==> src/pkg/hpp_pkg.sv <==
// constants, types and helpers shared by the host port block
// assumes one 250 MHz clock (mclk) and a synchronous active-high reset
package hpp_pkg;

  // ----------------------------------------
  // widths and rates
  // ----------------------------------------
  localparam int HPP_HALF_W = 16;
  localparam int HPP_WORD_W = 32;
  localparam int HPP_CLK_MHZ = 250;

  // ----------------------------------------
  // host register select codes
  // ----------------------------------------
  typedef enum logic [1:0] {
    HPP_SEL_CTRL     = 2'b00,
    HPP_SEL_ADDR     = 2'b01,
    HPP_SEL_DATA_INC = 2'b10,
    HPP_SEL_DATA     = 2'b11
  } hpp_sel_t;

  // boot modes taken from the straps
  typedef enum logic [1:0] {
    HPP_BOOT_HOST  = 2'b00,
    HPP_BOOT_ROM8  = 2'b01,
    HPP_BOOT_ROM16 = 2'b10,
    HPP_BOOT_ROM32 = 2'b11
  } hpp_boot_t;

  // access sequencer states
  typedef enum logic {
    HPP_ST_IDLE = 1'b0,
    HPP_ST_MEM  = 1'b1
  } hpp_state_t;

  // ----------------------------------------
  // strap positions on the host data bus
  // ----------------------------------------
  localparam int HPP_ENDIAN_STRAP_POS = 8;
  localparam int HPP_BOOT_HI_POS = 4;
  localparam int HPP_BOOT_LO_POS = 3;

  // ----------------------------------------
  // software register map (byte offsets) and fields
  // ----------------------------------------
  localparam int HPP_REG_AW = 4;
  localparam logic [3:0] HPP_REG_STATUS = 4'h0;
  localparam logic [3:0] HPP_REG_MASK = 4'h4;
  localparam logic [3:0] HPP_REG_CONTROL = 4'h8;
  localparam logic [3:0] HPP_REG_STRAPS = 4'hC;
  localparam int HPP_EV_W = 3;
  localparam int HPP_EV_WORD_WR = 0;
  localparam int HPP_EV_WORD_RD = 1;
  localparam int HPP_EV_HOST_ACK = 2;
  localparam int HPP_CTL_IRQ_BIT = 0;
  localparam int HPP_CTL_ENDIAN_BIT = 1;
  localparam int HPP_CTL_BOOT_POS = 2;

  // ----------------------------------------
  // reset values and steps
  // ----------------------------------------
  localparam logic [HPP_EV_W-1:0] HPP_MASK_RESET = 3'h0;
  localparam logic [31:0] HPP_ADDR_RESET = 32'h0000_0000;
  localparam logic [31:0] HPP_ADDR_STEP = 32'h0000_0004;
  localparam logic [15:0] HPP_HALF_ZERO = 16'h0000;

  // picks the first or second half of a word for the current byte order
  function automatic logic [15:0] hpp_half_of(input logic [31:0] word, input logic second,
                                              input logic little);
    hpp_half_of = (second ^ little) ? word[15:0] : word[31:16];
  endfunction

  // joins first and second half into a word for the current byte order
  function automatic logic [31:0] hpp_join(input logic [15:0] first, input logic [15:0] second,
                                           input logic little);
    hpp_join = little ? {second, first} : {first, second};
  endfunction

endpackage

==> src/rtl/hpp_strap_latch.sv <==
// catches endian and boot straps from the host data bus during reset
// assumes the straps are stable on the bus while reset is high
module hpp_strap_latch
  import hpp_pkg::*;
(
  // clock and reset
  input wire logic mclk,
  input wire logic reset,
  // strap source
  input wire logic [hpp_pkg::HPP_HALF_W-1:0] host_data_in,
  // captured configuration
  output logic endian_little,
  output hpp_pkg::hpp_boot_t boot_mode
);

  typedef struct packed {
    logic little;
    hpp_boot_t boot;
  } hpp_strap_st_t;

  hpp_strap_st_t st;
  hpp_strap_st_t next_st;

  // follow the bus while reset is high, freeze on release
  always_comb
  begin
    next_st = st;
    if (reset)
    begin
      next_st.little = host_data_in[HPP_ENDIAN_STRAP_POS];
      next_st.boot = hpp_boot_t'({host_data_in[HPP_BOOT_HI_POS], host_data_in[HPP_BOOT_LO_POS]});
    end
  end

  // strap register
  always_ff @(posedge mclk)
  begin
    st <= next_st;
  end

  assign endian_little = st.little;
  assign boot_mode = st.boot;

endmodule

==> src/rtl/hpp_half_hold.sv <==
// holds the first half-word of a host pair until the second arrives
// assumes capture is a one-cycle pulse from the main sequencer
module hpp_half_hold
  import hpp_pkg::*;
(
  // clock and reset
  input wire logic mclk,
  input wire logic reset,
  // capture side
  input wire logic capture,
  input wire logic [hpp_pkg::HPP_HALF_W-1:0] half_in,
  // held value
  output logic [hpp_pkg::HPP_HALF_W-1:0] half_held
);

  typedef struct packed {
    logic [HPP_HALF_W-1:0] held;
  } hpp_hold_st_t;

  hpp_hold_st_t st;
  hpp_hold_st_t next_st;

  // keep the first half of the pair
  always_comb
  begin
    next_st = st;
    if (capture)
    begin
      next_st.held = half_in;
    end
  end

  // hold register
  always_ff @(posedge mclk)
  begin
    if (reset)
    begin
      st <= '{held: HPP_HALF_ZERO};
    end
    else
    begin
      st <= next_st;
    end
  end

  assign half_held = st.held;

endmodule

==> src/rtl/hpp_host_port.sv <==
// device end of a 16-bit parallel host port with boot straps
// assumes host pins synchronous to mclk, a one-cycle-ack memory port,
// and a dsp-side register port with read data one cycle after the strobe
module hpp_host_port
  import hpp_pkg::*;
(
  // clock and reset
  input wire logic mclk,
  input wire logic reset,
  // host control pins
  input wire logic host_strobe_n,
  input wire logic host_reg_select_hi,
  input wire logic host_reg_select_lo,
  input wire logic host_halfword_order,
  input wire logic host_read_not_write,
  // host data bus, split
  input wire logic [hpp_pkg::HPP_HALF_W-1:0] host_data_in,
  output logic [hpp_pkg::HPP_HALF_W-1:0] host_data_out,
  output logic host_data_oe_n,
  // host status pins
  output logic host_access_ready,
  output logic host_irq_out,
  // memory side
  output logic mem_req,
  output logic mem_we,
  output logic [hpp_pkg::HPP_WORD_W-1:0] mem_addr,
  output logic [hpp_pkg::HPP_WORD_W-1:0] mem_wdata,
  input wire logic [hpp_pkg::HPP_WORD_W-1:0] mem_rdata,
  input wire logic mem_ack,
  // dsp register port
  input wire logic [hpp_pkg::HPP_REG_AW-1:0] reg_addr,
  input wire logic [31:0] reg_wdata,
  input wire logic reg_wr,
  input wire logic reg_rd,
  output logic [31:0] reg_rdata,
  output logic dsp_irq,
  // captured configuration
  output logic endian_little,
  output hpp_pkg::hpp_boot_t boot_mode
);

  // ----------------------------------------
  // state
  // ----------------------------------------
  typedef struct packed {
    hpp_state_t fsm;
    logic strobe_q;
    logic irq;
    logic [HPP_WORD_W-1:0] addr;
    logic [HPP_WORD_W-1:0] rd_word;
    logic inc;
    logic [HPP_HALF_W-1:0] dout;
    logic oe_n;
    logic ready;
    logic req;
    logic we;
    logic [HPP_WORD_W-1:0] maddr;
    logic [HPP_WORD_W-1:0] wdata;
    logic [HPP_EV_W-1:0] status;
    logic [HPP_EV_W-1:0] mask;
    logic [31:0] rdata;
    logic dirq;
  } hpp_st_t;

  hpp_st_t st;
  hpp_st_t next_st;
  logic little;
  hpp_boot_t boot;
  logic [HPP_HALF_W-1:0] first_half;
  logic capture_first;
  logic take;
  hpp_sel_t sel;
  logic [HPP_EV_W-1:0] events;

  // ----------------------------------------
  // strap capture and first-half hold
  // ----------------------------------------
  hpp_strap_latch u_straps (
    .mclk(mclk),
    .reset(reset),
    .host_data_in(host_data_in),
    .endian_little(little),
    .boot_mode(boot)
  );

  hpp_half_hold u_hold (
    .mclk(mclk),
    .reset(reset),
    .capture(capture_first),
    .half_in(host_data_in),
    .half_held(first_half)
  );

  // access decode
  assign take = !host_strobe_n && st.strobe_q && (st.fsm == HPP_ST_IDLE);
  assign sel = hpp_sel_t'({host_reg_select_hi, host_reg_select_lo});
  assign capture_first = take && !host_read_not_write && !host_halfword_order
    && (sel != HPP_SEL_CTRL);

  // ----------------------------------------
  // next state
  // ----------------------------------------
  always_comb
  begin
    next_st = st;
    events = '0;
    next_st.strobe_q = host_strobe_n;
    // host side accesses
    if (take)
    begin
      if (!host_read_not_write)
      begin
        case (sel)
          HPP_SEL_CTRL:
          begin
            // host acknowledges the interrupt by writing a one
            if (host_data_in[HPP_CTL_IRQ_BIT])
            begin
              next_st.irq = 1'b0;
              events[HPP_EV_HOST_ACK] = 1'b1;
            end
          end
          HPP_SEL_ADDR:
          begin
            if (host_halfword_order)
            begin
              next_st.addr = hpp_join(first_half, host_data_in, little);
            end
          end
          HPP_SEL_DATA_INC, HPP_SEL_DATA:
          begin
            // second half completes the word and starts the memory write
            if (host_halfword_order)
            begin
              next_st.wdata = hpp_join(first_half, host_data_in, little);
              next_st.maddr = st.addr;
              next_st.we = 1'b1;
              next_st.req = 1'b1;
              next_st.inc = (sel == HPP_SEL_DATA_INC);
              next_st.fsm = HPP_ST_MEM;
            end
          end
          default:
          begin
            next_st.fsm = HPP_ST_IDLE;
          end
        endcase
      end
      else
      begin
        case (sel)
          HPP_SEL_CTRL:
          begin
            next_st.dout = HPP_HALF_ZERO;
            next_st.dout[HPP_CTL_IRQ_BIT] = st.irq;
            next_st.dout[HPP_CTL_ENDIAN_BIT] = little;
            next_st.dout[HPP_CTL_BOOT_POS +: 2] = boot;
          end
          HPP_SEL_ADDR:
          begin
            next_st.dout = hpp_half_of(st.addr, host_halfword_order, little);
          end
          HPP_SEL_DATA_INC, HPP_SEL_DATA:
          begin
            if (!host_halfword_order)
            begin
              // first half fetches the whole word
              next_st.maddr = st.addr;
              next_st.we = 1'b0;
              next_st.req = 1'b1;
              next_st.inc = (sel == HPP_SEL_DATA_INC);
              next_st.fsm = HPP_ST_MEM;
            end
            else
            begin
              next_st.dout = hpp_half_of(st.rd_word, 1'b1, little);
              if (sel == HPP_SEL_DATA_INC)
              begin
                next_st.addr = st.addr + HPP_ADDR_STEP;
              end
            end
          end
          default:
          begin
            next_st.fsm = HPP_ST_IDLE;
          end
        endcase
      end
    end
    // memory completion
    if (st.fsm == HPP_ST_MEM && mem_ack)
    begin
      next_st.req = 1'b0;
      next_st.fsm = HPP_ST_IDLE;
      if (st.we)
      begin
        events[HPP_EV_WORD_WR] = 1'b1;
        if (st.inc)
        begin
          next_st.addr = st.addr + HPP_ADDR_STEP;
        end
      end
      else
      begin
        events[HPP_EV_WORD_RD] = 1'b1;
        next_st.rd_word = mem_rdata;
        next_st.dout = hpp_half_of(mem_rdata, 1'b0, little);
      end
    end
    // bus drive only during a host read strobe
    next_st.oe_n = !(!host_strobe_n && host_read_not_write);
    // ready low while a memory access is outstanding
    next_st.ready = (next_st.fsm == HPP_ST_IDLE);
    // dsp software raises the host interrupt, set beats a host clear
    if (reg_wr && reg_addr == HPP_REG_CONTROL && reg_wdata[HPP_CTL_IRQ_BIT])
    begin
      next_st.irq = 1'b1;
    end
    if (reg_wr && reg_addr == HPP_REG_MASK)
    begin
      next_st.mask = reg_wdata[HPP_EV_W-1:0];
    end
    // register read data, valid in the cycle after the strobe only
    next_st.rdata = 32'h0000_0000;
    if (reg_rd)
    begin
      case (reg_addr)
        HPP_REG_STATUS:
        begin
          next_st.rdata[HPP_EV_W-1:0] = st.status;
        end
        HPP_REG_MASK:
        begin
          next_st.rdata[HPP_EV_W-1:0] = st.mask;
        end
        HPP_REG_CONTROL:
        begin
          next_st.rdata[HPP_CTL_IRQ_BIT] = st.irq;
        end
        HPP_REG_STRAPS:
        begin
          next_st.rdata[HPP_CTL_ENDIAN_BIT] = little;
          next_st.rdata[HPP_CTL_BOOT_POS +: 2] = boot;
        end
        default:
        begin
          next_st.rdata = 32'h0000_0000;
        end
      endcase
    end
    // sticky status, read clears, new event wins
    next_st.status = ((reg_rd && reg_addr == HPP_REG_STATUS) ? '0 : st.status) | events;
    next_st.dirq = |(next_st.status & next_st.mask);
  end

  // ----------------------------------------
  // state register
  // ----------------------------------------
  always_ff @(posedge mclk)
  begin
    if (reset)
    begin
      st <= '{fsm: HPP_ST_IDLE, strobe_q: 1'b1, irq: 1'b0, addr: HPP_ADDR_RESET,
              rd_word: 32'h0000_0000, inc: 1'b0, dout: HPP_HALF_ZERO, oe_n: 1'b1,
              ready: 1'b1, req: 1'b0, we: 1'b0, maddr: HPP_ADDR_RESET,
              wdata: 32'h0000_0000, status: '0, mask: HPP_MASK_RESET,
              rdata: 32'h0000_0000, dirq: 1'b0};
    end
    else
    begin
      st <= next_st;
    end
  end

  // ----------------------------------------
  // outputs
  // ----------------------------------------
  assign host_data_out = st.dout;
  assign host_data_oe_n = st.oe_n;
  assign host_access_ready = st.ready;
  assign host_irq_out = st.irq;
  assign mem_req = st.req;
  assign mem_we = st.we;
  assign mem_addr = st.maddr;
  assign mem_wdata = st.wdata;
  assign reg_rdata = st.rdata;
  assign dsp_irq = st.dirq;
  assign endian_little = little;
  assign boot_mode = boot;

endmodule

==> config.mk <==
export PLATFORM = sky130hd
export DESIGN_NAME = hpp_host_port
export DESIGN_NICKNAME = d
export VERILOG_FILES = /design/src/pkg/hpp_pkg.sv /design/src/rtl/hpp_strap_latch.sv /design/src/rtl/hpp_half_hold.sv /design/src/rtl/hpp_host_port.sv
export SDC_FILE = /design/constraint.sdc
export NUM_CORES = 1
export LEC_CHECK = 0
export BUFFER_PORTS_ARGS = -buffer_cell sky130_fd_sc_hd__buf_2
export CELL_PAD_IN_SITES_DETAIL_PLACEMENT = 0
export CELL_PAD_IN_SITES_GLOBAL_PLACEMENT = 2
export CORE_MARGIN = 3
export CORE_UTILIZATION = 32
export CTS_BUF_LIST = sky130_fd_sc_hd__clkbuf_4 sky130_fd_sc_hd__clkbuf_8 sky130_fd_sc_hd__clkbuf_16
export CTS_CLUSTER_DIAMETER = 50
export DETAILED_ROUTE_END_ITERATION = 7
export PLACE_DENSITY = 0.91
export SLEW_MARGIN = 20
export SYNTH_ARGS = -nofsm -noshare
export SYNTH_HDL_FRONTEND = slang
export SYNTH_SLANG_ARGS = --single-unit
==> constraint.sdc <==
create_clock -name mclk -period 2.6 [get_ports mclk]
set_clock_uncertainty 0.2 [all_clocks]
set_input_delay 0.39 -clock mclk [delete_from_list [all_inputs] [get_ports mclk]]
set_output_delay 0.39 -clock mclk [all_outputs]
set_load 0.02 [all_outputs]
After elaboration in Yosys (flattened, before gate mapping)
Index checks and enable logic that the tools add are counted.

Register bits: 210. Input port bits: 94. Output and inout port bits: 121. Word-level logic and storage cells: 124.

$add $sub $neg: 1. Equal/unequal tests: 8. Multiplexer cells: 53. Bitwise logic cells: 9. Reductions and logical operators: 31.

Operators with widths (count): two-way mux 32 bit (10); two-way mux 66 bit (2); two-way mux 16 bit (8); two-way mux 34 bit (3); two-way mux 64 bit (1); case mux 16 bit (3 select lines) (1); two-way mux 33 bit (1); adder 32 x 3 -> 32 bit (second input constant) (1); two-way mux 1 bit (22); AND reduction 4 bit (3); logical AND 1 bit (11); nonzero test 2 bit (5); equality test 4 bit (second input constant) (2); two-way mux 3 bit (2); NOT 1 bit (6); case mux 2 bit (3 select lines) (1); OR reduction 2 bit (3); OR reduction 3 bit (2); equality test 2 bit (second input constant) (2); equality test 4 x 3 -> 1 bit (second input constant) (1); zero test 1 bit (4); zero test 4 bit (1); AND 3 bit (1); OR 3 bit (1); other kinds (8) (8).

Depth between registers and ports, before layout
Word-level depth: 9. Gate-level depth with buffers: 8. Depth with buffers taken out: 6.

Modules after synthesis
A second synthesis with hierarchy kept.

Cells, all modules: 1198. Area total of the unflattened synthesis: 10182.3 sq um.

By module, submodules not included: hpp_host_port (times used 1, cells an instance 1143, area an instance 9511.6 sq um, sequential area each 3263.1 sq um); hpp_half_hold (times used 1, cells an instance 52, area an instance 580.6 sq um, sequential area each 320.3 sq um); hpp_strap_latch (times used 1, cells an instance 3, area an instance 90.1 sq um, sequential area each 90.1 sq um).

Worst setup path before layout
No wires, ideal clock.

Path type: reg-to-reg. Start point: register st[158] (netlist bit). End point: register st[166] (netlist bit). Library setup time: 0.086 ns. Arrival: 1.845 ns. Required time: 2.314 ns. Path slack: 0.469 ns. Cell stages (with the launch flop): 8. Buffers on the path: 1. Period minus slack after synthesis: 2.131 ns. Path through: dfxtp_1 > ha_1 > nand3_2 > or3_1 > buf_2 > o31a_1 > a31o_1 > a221oi_2.

Cells in the longest elaborated chain, start to end: 9.

Ends and longest elaborated chain: start, declared (line hpp_host_port.sv:65) `hpp_st_t st;`; start signal, assigned (line hpp_host_port.sv:263) `st <= '{fsm: HPP_ST_IDLE, strobe_q: 1'b1, irq: 1'b0, addr: HPP_ADDR_RESET,`; start signal, assigned (line hpp_host_port.sv:271) `st <= next_st;`; adder 32 x 3 -> 32 bit (*) (line hpp_host_port.sv:179, hpp_host_port.sv:200); two-way mux 32 bit (line hpp_host_port.sv:177) `if (sel == HPP_SEL_DATA_INC)`; two-way mux 32 bit (line hpp_host_port.sv:165) `if (!host_halfword_order)`; two-way mux 32 bit (line hpp_host_port.sv:151) `case (sel)`; two-way mux 32 bit (line hpp_host_port.sv:111) `if (!host_read_not_write)`; two-way mux 33 bit (line hpp_host_port.sv:109) `if (take)`; two-way mux 32 bit (line hpp_host_port.sv:198) `if (st.inc)`; two-way mux 32 bit (line hpp_host_port.sv:195) `if (st.we)`; two-way mux 64 bit (*) (line hpp_host_port.sv:191) `if (st.fsm == HPP_ST_MEM && mem_ack)`.

Every way passes the cells marked *; elsewhere a longest branch is shown, timed or not. The select of a mux whose other input is x is not followed. A chain may end at the register's enable or synchronous reset.

Worst setup path in the final report
Start point: register st[173] (netlist bit). End point: register st[181] (netlist bit).

The elaborated chain is that of the path after synthesis.

==> metrics <==
worst flop-to-flop path startpoint=st[173]$_SDFF_PP0_; leading post-synthesis cells by cell area=dfxtp_1, mux2i_1, buf_4, nand2_1, a21oi_1; # resized after CTS=0; global-route wire length before repair=51.4 mm; P&R area growth vs syn=17.4%; Worst Path Max Fanout=10; Final Hold Vio Count=0; total clock sinks=182; Area after DPL=11,200 sq um; IO Count=215; GRT Total Usage=19.4%; antenna violations before repair=3; post-synth cell types=77; Synth Area in XOR/XNOR=1.78%; Hold Crit Class=input pin to register; total gr overflow=0; Max-Cap Viols=0; Num CTS Buffers=17; number of synthesized register bits=182; status=finished clean; input/output buffers=157; FILL cells=3,201; total power=6.33 mW; H-tree levels=4; hold_sp=mem_rdata[17]; Syn Std Cell Area=10,300 sq um; r2r endpoint=st[181]$_SDFF_PP0_; Syn Inst Count=1,259; CTS tree=built; die area=34,300 sq um; Post-Synth Adder-Cell Area=0.122%; post-synthesis mux area share=10.6%; Setup TNS=0 ps; routed wire length=33.5 mm; starting density of the core=33.0%; Post-CTS Setup Repair Bufs=0; Pins Over Slew Limit=0; final hold slack=15.9 ps; Worst-Skew Late Latency=440 ps; Syn. warnings=0; GP Congestion=0.951; Post-CTS Hold Buffers=31; Max stage delay cell, worst path=dfxtp_1; clk slew on worst S/H paths=70 ps; fin crit period=2410 ps; period utilisation layout=92.8%; Synth Area per Inst=8.15 sq um; worst path bufs/invs=1; CP delay by family, top=simple AND/OR/NAND/NOR gates; DRC=0; largest family of logic cells by synthesized area=simple AND/OR/NAND/NOR gates; area share of and/or/nand/nor cells after synthesis=19.3%; Worst Path Arrival=2520 ps; ratio of cells with drive above 1 in the final layout=23.4%; Static Leak=4.74 nW; max incr delay on CP=560 ps; startpoint types=register; clk buf depth=2; WL per Instance=18.9 microns; area leader, netlist=dfxtp_1; vias in the first global route=8,924; hpwl dp=24.9 mm; Peak VDD IR=0.393 mV; CTS Root Cell=clkbuf_16; Primary FF master, synth=dfxtp_1; most common cell after layout, fill and taps aside=dfxtp_1; Critical Path RT=2710 ps; via count=9,421; Worst slew margin=49.0%; Post-synth EDFFs=3; vias per cell=5.30; fin area=12,000 sq um; violation count after the first detailed-route iteration=693; Async S/R FF share, synth=0%; Worst Setup Path Type=register to register; Worst R2R Setup Slack=190 ps; Std-Cell Rows=64; compound-cell area share of the yosys netlist=18.7%; Max Freq=415 MHz; Cell Pwr Density=525 nW/um^2; share of the synthesized area in the top cell type=34.9%; Hold Path Cell Cnt=3; final core area utilization=38.8%; Cell Chain, Critical Path=nand4_1 > nor4_2 > buf_4 > nand3_1 > a311oi_1 > a211oi_1; sequential fraction of the synthesis area=35.8%; post-route ant nets=0; Worst Tran Pin Value=757 ps; Die Wd=185 microns; Worst Reg-to-Reg Cells=6; core area=31,100 sq um; Crit. End Element=register; most frequent cells in the layout=dfxtp_1, nand2_1, buf_2, nor2_1, mux2i_1; First-pass DRT Iterations=8; die height=185 microns; final setup vio count=0; largest net degree at the start of global routing=67; # nets final=1,460; unrepaired setup endpoints after global routing=no; Worst Hold End=st[141]$_SDFFE_PP0P_
## report_power, final
part | internal [mW] | leakage, nW | switching (mW) | total (mW)
combinational | 0.321 | 2.98 | 0.526 | 0.846
clock | 1.29 | 0.284 | 1.30 | 2.59
sequential | 2.85 | 1.48 | 0.0425 | 2.89
total | 4.46 | 4.74 | 1.87 | 6.33
## how the worst max path moves through the flow
| stage | to | depth (start not counted) | startpoint | slack (ps) |
|---|---|---|---|---|
| after floorplan | st[166]$_SDFF_PP0_ | 7 | st[158]$_SDFF_PP0_ | 470 |
| after global placement | st[160]$_SDFF_PP0_ | 7 | host_strobe_n | 280 |
| after detailed placement | st[157]$_SDFFE_PP0P_ | 9 | host_strobe_n | 250 |
| after CTS | st[186]$_SDFF_PP0_ | 5 | st[173]$_SDFF_PP0_ | 280 |
| after global routing | st[156]$_SDFFE_PP0P_ | 8 | st[190]$_SDFF_PP0_ | 70 |
| final | st[181]$_SDFF_PP0_ | 6 | st[173]$_SDFF_PP0_ | 190 |
## worst min-delay path, delay by kind of cell
kind | cells | cell delay (ps)
AOI/OAI and AO/OA | 1 | 50
and+or+nand+nor | 1 | 50
buffers and inverters | 1 | 120
## synthesized netlist by cell type (3+ instances only)
cell type / n
clkbuf_1: 66
edfxtp_1: 3
nor2_1: 110
a22oi_1: 4
a21oi_1: 92
or2_2: 4
and4_1: 6
mux2i_1: 100
a41oi_1: 3
a31o_2: 3
buf_1: 4
o21ai_0: 34
o31ai_1: 3
nand4_1: 14
or3_1: 4
o22ai_1: 18
a311oi_1: 4
nand3_1: 21
nor4_2: 3
nand4b_1: 3
a211oi_1: 54
buf_4: 117
o32ai_1: 4
a31oi_1: 15
nor4_1: 5
xor2_1: 4
buf_2: 36
nand2b_1: 6
nand2_1: 168
xnor2_1: 15
and3_1: 12
inv_1: 14
a221oi_1: 28
mux2_2: 8
dfxtp_1: 179
nor3_1: 37
o31a_1: 3
a22o_1: 4
## flip-flops by register name (all words and copies together) (netlist names), 2 cells and up
name	cells
st	73
mem_addr	32
mem_wdata	32
host_data_out	16
u_hold.half_held	16
reg_rdata	4
u_straps.boot_mode	2
## layout make-up
cell class / count / area (sq um) / area share (%)
repair buffers: 286 / 1920 / 16.0
inverters: 14 / 52.6 / 0.436
diodes: 2 / 5.00 / 0.0415
well taps: 396 / 495 / 4.11
clock buffers: 17 / 425 / 3.53
clock inverters: 15 / 154 / 1.28
flip-flops and latches: 182 / 3670 / 30.5
multi-input cells: 864 / 5320 / 44.2
## layer usage
metal  part of all wire (%)  vias up  global-route usage, %  wire [microns]
met4                    2.1        2                   5.64             696
met5                  0.039        -                      0              13
met2                     47      333                   31.8           15700
li1                       -     4563                      -               -
met1                     44     4484                   25.6           14700
met3                    7.3       39                   4.22            2450
## per-stage QoR
stage,cells,setup slack (ps)
global placement,1711,281
detailed placement,1711,249
finish,1776,188
global route,1776,68.8
CTS,1774,276
floorplan,1286,469
## cell families (layout without fill, tap and decap cells)
group | Yosys count | after routing
AOI/OAI and AO/OA | 290 | 290
xor gates and xnor gates | 20 | 20
adders and majority gates | 1 | 1
buffers and inverters | 240 | 332
DFF | 182 | 182
muxes | 108 | 108
other | 1 | 30
and+or+nand+nor | 417 | 417
No activity file was read; power rests on OpenSTA's default activity.
